`src/sample_post_pkg.sv`:
```
// constants shared by both ends of the sample link
// Notes on behaviour
// - formats 1 and 2 append common-mode byte
// - common-mode byte steps ref/256, clamps 0..255
// - offset and gain never touch common-mode byte
// - average sums 2^N samples, clears each block
// - averaging only in format 3, N 1..16
// - averaged word 32 bits, lower 30 average
// - constant input: top 24 average bits equal it
// - word bit 30 flags saturation within block
// - word bit 31 marks fresh block average
// - exponent resets to zero; rate strobe/2^N
// - per-channel signed 24-bit offset, default zero
// - per-channel gain factor/0x8000, default 0x8000
// - clamp result to 0x7fffff .. 0x800000
// - test word on both channels, normal timing
// - format 4 selects test word 0x5a5a0f0f
// - one format for both channels
// - soft reset needs both bits, one write
// - host holds hardware reset low 50 ns
// - any reset sets flag; write one clears
// - power-on reset restores all configuration
// - host waits 750 us after reset
// - host waits 3 ms, then resets
`default_nettype none
package sample_post_pkg;
  // ***************************************************************
  // output formats
  // ***************************************************************
  localparam logic [2:0] FMT_DIFF24 = 3'h0;
  localparam logic [2:0] FMT_CM16 = 3'h1;
  localparam logic [2:0] FMT_CM24 = 3'h2;
  localparam logic [2:0] FMT_AVG = 3'h3;
  localparam logic [2:0] FMT_TEST = 3'h4;
  // ***************************************************************
  // device register indices and fields
  // ***************************************************************
  localparam logic [3:0] REG_FORMAT = 4'h0;
  localparam logic [3:0] REG_AVG = 4'h1;
  localparam logic [3:0] REG_OFS0 = 4'h2;
  localparam logic [3:0] REG_OFS1 = 4'h3;
  localparam logic [3:0] REG_GAIN0 = 4'h4;
  localparam logic [3:0] REG_GAIN1 = 4'h5;
  localparam logic [3:0] REG_TEST = 4'h6;
  localparam logic [3:0] REG_RESET = 4'h7;
  localparam logic [3:0] REG_DIAG = 4'h8;
  localparam int SOFT_RESET_POS = 0;
  localparam int SOFT_CONFIRM_POS = 1;
  localparam int RESET_SEEN_POS = 0;
  localparam logic [31:0] SOFT_RESET_WORD = 32'h00000003;
  localparam logic [2:0] RST_FORMAT = 3'h0;
  localparam logic [4:0] RST_AVG = 5'h00;
  localparam logic [4:0] AVG_MIN = 5'h01;
  localparam logic [4:0] AVG_MAX = 5'h10;
  localparam logic [23:0] RST_OFS = 24'h000000;
  localparam logic [15:0] RST_GAIN = 16'h8000;
  localparam int GAIN_SHIFT = 15;
  localparam logic [31:0] RST_TEST = 32'h5a5a0f0f;
  localparam logic [23:0] SAT_MAX = 24'h7fffff;
  localparam logic [23:0] SAT_MIN = 24'h800000;
  localparam logic [7:0] CM_MAX = 8'hff;
  localparam int FRAC_BITS = 6;
  // ***************************************************************
  // timing
  // ***************************************************************
  localparam int CLK_MHZ = 100;
  localparam int RESET_PW_NS = 50;
  localparam int RESET_PW_CYC = (RESET_PW_NS * CLK_MHZ + 999) / 1000;
  localparam int SETTLE_US = 750;
  localparam int SETTLE_CYC = SETTLE_US * CLK_MHZ;
  localparam int POWERUP_MS = 3;
  localparam int POWERUP_CYC = POWERUP_MS * 1000 * CLK_MHZ;
  // ***************************************************************
  // host apb map
  // ***************************************************************
  localparam logic [7:0] H_CTRL = 8'h00;
  localparam logic [7:0] H_STATUS = 8'h04;
  localparam logic [7:0] H_PERIOD = 8'h08;
  localparam logic [7:0] H_DEV_ADDR = 8'h0c;
  localparam logic [7:0] H_DEV_WDATA = 8'h10;
  localparam logic [7:0] H_DEV_CMD = 8'h14;
  localparam logic [7:0] H_DEV_RDATA = 8'h18;
  localparam logic [7:0] H_SAMPLE0 = 8'h1c;
  localparam logic [7:0] H_SAMPLE1 = 8'h20;
  localparam int CTRL_HW_RESET = 0;
  localparam int CTRL_SOFT_RESET = 1;
  localparam int CTRL_CONV_EN = 2;
  localparam int CMD_WRITE = 0;
  localparam int CMD_READ = 1;
  localparam logic [15:0] RST_PERIOD = 16'h0031;
endpackage : sample_post_pkg
`default_nettype wire

```
`src/sample_link_if.sv`:
```
// link between host controller and sample post-processing device
`default_nettype none
interface sample_link_if;
  logic hw_reset_n;
  logic convert_strobe;
  logic reg_wr;
  logic reg_rd;
  logic [3:0] reg_addr;
  logic [31:0] reg_wdata;
  logic [31:0] reg_rdata;
  logic sample_valid;
  logic [31:0] ch0_word;
  logic [31:0] ch1_word;
  modport device (
    input hw_reset_n, convert_strobe, reg_wr, reg_rd, reg_addr, reg_wdata,
    output reg_rdata, sample_valid, ch0_word, ch1_word
  );
  modport host (
    output hw_reset_n, convert_strobe, reg_wr, reg_rd, reg_addr, reg_wdata,
    input reg_rdata, sample_valid, ch0_word, ch1_word
  );
endinterface : sample_link_if
`default_nettype wire

```
`src/sample_post_device.sv`:
```
// dual channel offset, gain, common-mode, averaging and test-word output
`default_nettype none
module sample_post_device #(
  parameter int ACC_W = 40
) (
  input wire logic pclk,
  input wire logic presetn,
  sample_link_if.device link,
  input wire logic [23:0] ch0_raw,
  input wire logic [23:0] ch1_raw,
  input wire logic [8:0] ch0_cm_level,
  input wire logic [8:0] ch1_cm_level,
  input wire logic ch0_raw_sat,
  input wire logic ch1_raw_sat
);
  import sample_post_pkg::*;

  // ***************************************************************
  // helpers
  // ***************************************************************
  // offset, gain, saturate; msb of result flags saturation
  function automatic logic [24:0] scale(input logic [23:0] d,
                                        input logic [23:0] ofs,
                                        input logic [15:0] g);
    logic signed [24:0] s;
    logic signed [41:0] p;
    logic signed [26:0] q;
    s = $signed({d[23], d}) + $signed({ofs[23], ofs});
    p = s * $signed({1'b0, g});
    q = p[41:GAIN_SHIFT];
    if (q > $signed({3'b000, SAT_MAX})) begin
      scale = {1'b1, SAT_MAX};
    end else if (q < $signed({3'b111, SAT_MIN})) begin
      scale = {1'b1, SAT_MIN};
    end else begin
      scale = {1'b0, q[23:0]};
    end
  endfunction : scale

  // ***************************************************************
  // configuration registers
  // ***************************************************************
  logic [2:0] format;
  logic [4:0] avg_exp;
  logic [23:0] ofs [2];
  logic [15:0] gain [2];
  logic [31:0] test_word;
  logic reset_seen;
  logic soft_hit;
  logic local_reset;

  assign soft_hit = link.reg_wr && link.reg_addr == REG_RESET &&
                    link.reg_wdata[SOFT_RESET_POS] &&
                    link.reg_wdata[SOFT_CONFIRM_POS];
  assign local_reset = !link.hw_reset_n || soft_hit;

  // configuration writes; every reset restores defaults
  // defaults on reset
  always_ff @(posedge pclk or negedge presetn) begin
    if (!presetn) begin
      format <= RST_FORMAT;
      avg_exp <= RST_AVG;
      ofs[0] <= RST_OFS;
      ofs[1] <= RST_OFS;
      gain[0] <= RST_GAIN;
      gain[1] <= RST_GAIN;
      test_word <= RST_TEST;
    end else if (local_reset) begin
      format <= RST_FORMAT;
      avg_exp <= RST_AVG;
      ofs[0] <= RST_OFS;
      ofs[1] <= RST_OFS;
      gain[0] <= RST_GAIN;
      gain[1] <= RST_GAIN;
      test_word <= RST_TEST;
    end else if (link.reg_wr) begin
      case (link.reg_addr)
        REG_FORMAT: format <= link.reg_wdata[2:0];
        REG_AVG: avg_exp <= link.reg_wdata[4:0];
        REG_OFS0: ofs[0] <= link.reg_wdata[23:0];
        REG_OFS1: ofs[1] <= link.reg_wdata[23:0];
        REG_GAIN0: gain[0] <= link.reg_wdata[15:0];
        REG_GAIN1: gain[1] <= link.reg_wdata[15:0];
        REG_TEST: test_word <= link.reg_wdata;
        default: ;
      endcase
    end
  end

  // reset sets flag, set beats clear
  always_ff @(posedge pclk or negedge presetn) begin
    if (!presetn) begin
      reset_seen <= 1'b1;
    end else if (local_reset) begin
      reset_seen <= 1'b1;
    end else if (link.reg_wr && link.reg_addr == REG_DIAG &&
                 link.reg_wdata[RESET_SEEN_POS]) begin
      reset_seen <= 1'b0;
    end
  end

  // register read data, one cycle after the read strobe
  always_ff @(posedge pclk or negedge presetn) begin
    if (!presetn) begin
      link.reg_rdata <= 32'h00000000;
    end else if (link.reg_rd) begin
      case (link.reg_addr)
        REG_FORMAT: link.reg_rdata <= {29'h0, format};
        REG_AVG: link.reg_rdata <= {27'h0, avg_exp};
        REG_OFS0: link.reg_rdata <= {8'h00, ofs[0]};
        REG_OFS1: link.reg_rdata <= {8'h00, ofs[1]};
        REG_GAIN0: link.reg_rdata <= {16'h0000, gain[0]};
        REG_GAIN1: link.reg_rdata <= {16'h0000, gain[1]};
        REG_TEST: link.reg_rdata <= test_word;
        REG_DIAG: link.reg_rdata <= {31'h0, reset_seen};
        default: link.reg_rdata <= 32'h00000000;
      endcase
    end
  end

  // ***************************************************************
  // block counter
  // ***************************************************************
  logic avg_on;
  logic [16:0] blk_cnt;
  logic blk_last;

  assign avg_on = format == FMT_AVG && avg_exp >= AVG_MIN &&
                  avg_exp <= AVG_MAX;
  assign blk_last = blk_cnt == 17'((18'h1 << avg_exp) - 18'h1);

  // strobes within the current block
  always_ff @(posedge pclk or negedge presetn) begin
    if (!presetn) begin
      blk_cnt <= 17'h0;
    end else if (local_reset || !avg_on) begin
      blk_cnt <= 17'h0;
    end else if (link.convert_strobe) begin
      blk_cnt <= blk_last ? 17'h0 : blk_cnt + 17'h1;
    end
  end

  // sample valid follows the strobe by one cycle
  // normal per-conversion timing
  always_ff @(posedge pclk or negedge presetn) begin
    if (!presetn) begin
      link.sample_valid <= 1'b0;
    end else begin
      link.sample_valid <= link.convert_strobe && !local_reset;
    end
  end

  // ***************************************************************
  // per-channel datapath
  // ***************************************************************
  logic [23:0] raw [2];
  logic [8:0] cm_level [2];
  logic raw_sat [2];
  logic [31:0] word [2];

  assign raw[0] = ch0_raw;
  assign raw[1] = ch1_raw;
  assign cm_level[0] = ch0_cm_level;
  assign cm_level[1] = ch1_cm_level;
  assign raw_sat[0] = ch0_raw_sat;
  assign raw_sat[1] = ch1_raw_sat;
  assign link.ch0_word = word[0];
  assign link.ch1_word = word[1];

  for (genvar c = 0; c < 2; c++) begin : g_ch
    logic [24:0] sc;
    logic [23:0] diff;
    logic sat;
    logic [7:0] cm;
    logic signed [ACC_W-1:0] acc;
    logic signed [ACC_W-1:0] sum_now;
    logic signed [ACC_W+FRAC_BITS-1:0] shifted;
    logic orf;
    logic ovr_now;
    logic [31:0] fmt_word;

    assign sc = scale(raw[c], ofs[c], gain[c]);
    assign diff = sc[23:0];
    assign sat = sc[24] || raw_sat[c];
    assign cm = cm_level[c] > {1'b0, CM_MAX} ? CM_MAX : cm_level[c][7:0];
    assign sum_now = acc + ACC_W'($signed(diff));
    assign ovr_now = orf || sat;
    assign shifted = $signed({sum_now, {FRAC_BITS{1'b0}}}) >>> avg_exp;

    // non-averaged word, same format on both channels
    // format select
    always_comb begin
      case (format)
        FMT_CM16: fmt_word = {diff[23:8], cm, 8'h00};
        FMT_CM24: fmt_word = {diff, cm};
        FMT_TEST: fmt_word = test_word;
        default: fmt_word = {diff, 8'h00};
      endcase
    end

    // accumulator, overrange and output word
    // block sum and done flag
    always_ff @(posedge pclk or negedge presetn) begin
      if (!presetn) begin
        acc <= '0;
        orf <= 1'b0;
        word[c] <= 32'h00000000;
      end else if (local_reset) begin
        acc <= '0;
        orf <= 1'b0;
        word[c] <= 32'h00000000;
      end else if (link.convert_strobe) begin
        if (avg_on && blk_last) begin
          acc <= '0;
          orf <= 1'b0;
          word[c] <= {1'b1, ovr_now, shifted[29:0]};
        end else if (avg_on) begin
          acc <= sum_now;
          orf <= ovr_now;
          word[c] <= {1'b0, word[c][30:0]};
        end else begin
          acc <= '0;
          orf <= 1'b0;
          word[c] <= fmt_word;
        end
      end
    end
  end
endmodule : sample_post_device
`default_nettype wire

```
`src/flat_wrapper.sv`:
```
// flat-port wrapper written by rule: the top's interface ports become plain ports
module sample_post_device_flat import sample_post_pkg::*;
#(
  parameter int ACC_W = 40
)
  (pclk, presetn, ch0_raw, ch1_raw, ch0_cm_level, ch1_cm_level, ch0_raw_sat, ch1_raw_sat, link_hw_reset_n, link_convert_strobe, link_reg_wr, link_reg_rd, link_reg_addr, link_reg_wdata, link_reg_rdata, link_sample_valid, link_ch0_word, link_ch1_word);
  sample_link_if link_i ();
  input wire logic pclk;
  input wire logic presetn;
  input wire logic [23:0] ch0_raw;
  input wire logic [23:0] ch1_raw;
  input wire logic [8:0] ch0_cm_level;
  input wire logic [8:0] ch1_cm_level;
  input wire logic ch0_raw_sat;
  input wire logic ch1_raw_sat;
  input wire logic [$bits(link_i.hw_reset_n)-1:0] link_hw_reset_n;
  input wire logic [$bits(link_i.convert_strobe)-1:0] link_convert_strobe;
  input wire logic [$bits(link_i.reg_wr)-1:0] link_reg_wr;
  input wire logic [$bits(link_i.reg_rd)-1:0] link_reg_rd;
  input wire logic [$bits(link_i.reg_addr)-1:0] link_reg_addr;
  input wire logic [$bits(link_i.reg_wdata)-1:0] link_reg_wdata;
  output wire logic [$bits(link_i.reg_rdata)-1:0] link_reg_rdata;
  output wire logic [$bits(link_i.sample_valid)-1:0] link_sample_valid;
  output wire logic [$bits(link_i.ch0_word)-1:0] link_ch0_word;
  output wire logic [$bits(link_i.ch1_word)-1:0] link_ch1_word;
  assign link_i.hw_reset_n = link_hw_reset_n;
  assign link_i.convert_strobe = link_convert_strobe;
  assign link_i.reg_wr = link_reg_wr;
  assign link_i.reg_rd = link_reg_rd;
  assign link_i.reg_addr = link_reg_addr;
  assign link_i.reg_wdata = link_reg_wdata;
  assign link_reg_rdata = link_i.reg_rdata;
  assign link_sample_valid = link_i.sample_valid;
  assign link_ch0_word = link_i.ch0_word;
  assign link_ch1_word = link_i.ch1_word;
  sample_post_device #(.ACC_W(ACC_W)) u_core (.pclk(pclk), .presetn(presetn), .link(link_i), .ch0_raw(ch0_raw), .ch1_raw(ch1_raw), .ch0_cm_level(ch0_cm_level), .ch1_cm_level(ch1_cm_level), .ch0_raw_sat(ch0_raw_sat), .ch1_raw_sat(ch1_raw_sat));
endmodule
```
`config.mk`:
```
export PLATFORM = sky130hd
export DESIGN_NAME = sample_post_device_flat
export DESIGN_NICKNAME = d
export VERILOG_FILES = /design/src/sample_post_pkg.sv /design/src/sample_link_if.sv /design/src/sample_post_device.sv /design/src/flat_wrapper.sv
export SDC_FILE = /design/constraint.sdc
export NUM_CORES = 2
export LEC_CHECK = 0
export BUFFER_PORTS_ARGS = -buffer_cell sky130_fd_sc_hd__buf_4
export CAP_MARGIN = 20
export CORE_ASPECT_RATIO = 0.5
export CORE_UTILIZATION = 60
export DETAILED_ROUTE_END_ITERATION = 6
export PLACE_DENSITY = 0.78
export RECOVER_POWER = 50
export SYNTH_ARGS = -nofsm -noshare
export SYNTH_HDL_FRONTEND = slang
export SYNTH_SLANG_ARGS = --single-unit
```
`constraint.sdc`:
```
create_clock -name pclk -period 37.3 [get_ports pclk]
set_input_delay 7.46 -clock pclk [delete_from_list [all_inputs] [get_ports pclk]]
set_output_delay 7.46 -clock pclk [all_outputs]
set_load 0.005 [all_outputs]
```
==> metrics.md <==
| Metric | Value |
|---|---|
| Status | `finished, violations left` |
| Failing checks | `DRC, capacitance limit, slew limit` |
| Via density | `6.34` |
| Hold WC Path Type | `register to register` |
| Die Span X | `425 um` |
| Worst Path Max Fanout | `25` |
| Critical path class | `input pin to register` |
| Initial core utilization | `60.7%` |
| Commonest cells post-synth | `inv_1 (1032), nand2_1 (1011), fa_1 (782)` |
| Post-CTS setup buffers | `0` |
| Clock power frac | `between 20 and 25%` |
| Sequential cell fraction of total power | `approximately a quarter` |
| Crit path DAT | `~24 ns` |
| Nature of the critical path endpoint | `register` |
| Num CTS Buffers | `31` |
| Layout fillers | `between 7000 and 8000` |
| GR Util All Layers | `41.8%` |
| CTS resizes | `0` |
| Power Dens Cells | `roughly 28 nW/um2` |
| Clock transition at the registers of the reported paths | `0.07 ns` |
| Count leader, synth | `inv_1` |
| Rows | `77` |
| Avg Cell Area, Syn | `around 8.4 um2` |
| Layout cell share with drive strength beyond 1 | `between 7 and 8%` |
| R2r setup slk | `about 20 ns` |
| Area of the multi-input gates | `40800 um2` |
| Area Overhead vs Synth | `6.74%` |
| Largest net degree at the start of global routing | `between 100 and 150` |
| First-pass GRT wire length | `288000 um` |
| Cell area after synthesis | `53800 um2` |
| GP Congestion | `approximately 1.1` |
| Sequential share of the synthesized area | `14.8%` |
| Crit-path slowest cell | `fa_1` |
| FFs w/ async S/R, synth | `100%` |
| Number of global-route vias before repair | `47900` |
| Non-Filler Instances | `7573` |
| Critical R2R Launch | `u_core.ofs[24]` |
| Max-Cap Viols | `4` |
| Die area | `90900 um2` |
| Cell variety after synth | `103` |
| Total gr overflow | `0` |
| Top sig layer | `met5` |
| Power Internal | `0.851 mW` |
| Share of the synthesized area in the top cell type | `29.1%` |
| Die Y | `approximately 210 um` |
| Fin area | `57400 um2` |
| Post-synth EDFFs | `0` |
| Wire length on met2 | `roughly 80000 um` |
| I/O Buffers | `206` |
| Worst path required time | `about 38 ns` |
| DR pass1 iterations | `7` |
| DR vias | `48000` |
| Later-pin clock latency in the skew report | `0.65 ns` |
| Logic gate share of total power | `54.0%` |
| CTS H-tree depth | `1` |
| Reg2reg path depth | `57` |
| 1st-iter DRT viols | `5929` |
| Core footprint | `~89000 um2` |
| Placed cells | `7503` |
| Worst-Margin Slew | `about 6.3 ns` |
| CTS root buffer | `clkbuf_16` |
| Final Hold Violating Endpoints | `0` |
| LEAKAGE | `28.7 nW` |
| CTS tree | `yes` |
| CP Launch Point | `ch0_raw[0]` |
| Switching share of total power | `a little under half` |
| Yosys top cell by area | `fa_1` |
| YS warnings | `0` |
| FF+latch area | `7960 um2` |
| Io pins | `207` |
| Area contributors post-synth | `fa_1 (29%), dfrtp_1 (14%), inv_1 (7.2%)` |
| Fin Setup TNS | `0 ns` |
| Clock Skew | `0.0159 ns` |
| Syn Inst Count | `roughly 6400` |
| Peak supply drop | `0.0455 mV` |
| Final period util | `a little over three fifths` |
| Metal3 WL | `roughly 22000 um` |
| Maximum buffer depth of the clock tree | `3` |
| Period minus WS final | `approximately 24 ns` |
| Fin util | `approximately 65%` |
| Psw | `0.742 mW` |
| Hold Slack | `~0.47 ns` |
| Final net count | `7557` |
| Hold_buf cts | `0` |
| Crit start category | `input pin` |
| Worst r2r dst | `u_core.link.ch0_word[15]` |
| Remaining DRCs | `44` |
| M1 WL | `74800 um` |
| CP max stage delay | `0.70 ns` |
| Main flop type after synthesis | `dfrtp_1` |
| Worst setup path end | `u_core.link.ch0_word[15]` |
| WL/cell | `24.8 um` |
| RSZ-0062 raised after global routing | `false` |
| WL final | `188000 um` |
| Syn Nets | `around 7600` |
| FMAX | `42.5 MHz` |
| #FFs+latches synth | `between 300 and 400` |
| CTS sink cnt | `317` |
| Final setup vio count | `0` |
| Final antenna-violating net count | `0` |
| Slew Limit Headroom | `-323%` |
| HPWL after DPL | `roughly 150000 um` |
| Slew Limit Fails | `roughly 320` |
| Initial antenna violation count | `12` |
| Area of placed instances | `56400 um2` |
[placed cells by master (no fill, tap or decap), types with 29 or more instances in the layout]
master / instances
a22o_1: 35
a21oi_1: 337
a211oi_1: 35
nor3_1: 71
clkbuf_16: 31
clkbuf_1: 51
clkbuf_4: 43
mux2i_1: 106
nand2_1: 1010
o31ai_1: 41
xor2_1: 57
fa_1: 782
mux2_2: 44
nand3_1: 94
buf_4: 212
nand2b_1: 36
nand4_1: 30
xnor2_1: 112
o21a_1: 34
a31oi_1: 30
and2_1: 330
o21ai_0: 265
inv_1: 1030
mux4_2: 29
ha_1: 308
nor2_1: 232
dfrtp_1: 293
a21o_1: 118
and3_1: 61
nor2b_1: 45
or3_1: 29
[worst max-delay path, delay by kind of cell]
kind	cells	cell delay, ns
xor+xnor	1	0.27
buf+inv	11	1.36
compound gates	24	6.33
simple gates	9	2.63
mux	2	0.88
fa+ha+maj	11	4.99
[sequential cells by signal (all words and copies together), names as in the netlist]
signal                    count
u_core.avg_exp                5
u_core.blk_cnt               17
u_core.format                 3
u_core.g_ch.acc              80
u_core.g_ch.orf               2
u_core.gain                  32
u_core.link.ch0_word         32
u_core.link.ch1_word         32
u_core.link.reg_rdata        32
u_core.link.sample_valid      1
u_core.ofs                   48
u_core.reset_seen             1
u_core.test_word             32
[layout make-up]
| type | count | share of cell area, % |
|---|---|---|
| repair buffers | 307 | 3.81 |
| diodes | 6 | 0.0262 |
| multi-input cells | 4664 | 71.1 |
| flip-flops and latches | 317 | 13.9 |
| well taps | 1185 | 2.58 |
| clock buffers | 41 | 1.49 |
| clock inverters | 17 | 0.392 |
| inverters | 1036 | 6.77 |
[power by group through the flow]
stage | registers [mW] | clock network, mW | logic (mW)
6_report | 0.377 | 0.356 | 0.860
5_1_grt | 0.376 | 0.365 | 0.917
4_1_cts | 0.376 | 0.353 | 0.834
3_5_place_dp | 0.382 | 0 | 0.827
3_3_place_gp | 0.382 | 0 | 0.814
2_1_floorplan | 0.372 | 0 | 0.542
[worst min-delay path by stage]
stage / startpoint / to / slack (ns) / depth (start not counted)
6_report: u_core.link.ch0_word[28] / u_core.link.ch0_word[28] / 0.47 / 2
5_1_grt: u_core.g_ch[0].acc[15] / u_core.g_ch[0].acc[15] / 0.51 / 2
4_1_cts: u_core.link.ch0_word[28] / u_core.link.ch0_word[28] / 0.48 / 2
3_5_place_dp: u_core.link.ch0_word[28] / u_core.link.ch0_word[28] / 0.46 / 2
3_3_place_gp: u_core.link.ch0_word[28] / u_core.link.ch0_word[28] / 0.46 / 2
2_1_floorplan: u_core.g_ch[0].acc[37] / u_core.g_ch[0].acc[37] / 0.45 / 2
[stage by stage]
| stage | setup slack (ns) | total power, mW |
|---|---|---|
| after detailed placement | 13.56 | 1.21 |
| after CTS | 14.14 | 1.56 |
| after global placement | 13.93 | 1.20 |
| final | 13.79 | 1.59 |
| after global routing | 13.03 | 1.66 |
| after floorplan | 16.21 | 0.914 |
[per-layer routing]
metal / vias up / global-route usage (%)
met5: - / 0
met4: 4 / 18.4
met3: 501 / 9.96
met2: 2979 / 62.2
met1: 24000 / 58.3
li1: 20500 / -
[kinds of logic after synthesis]
kind of cell	count (synthesis)	share of synthesized area [%]
AOI/OAI and AO/OA	1186	14.3
xor gates and xnor gates	194	3.20
adders and majority gates	1090	36.3
buffers and inverters	1411	9.87
DFF	317	14.8
muxes	181	4.18
and+or+nand+nor	2013	17.4
Note: power is estimated with default switching activity, not from simulation.
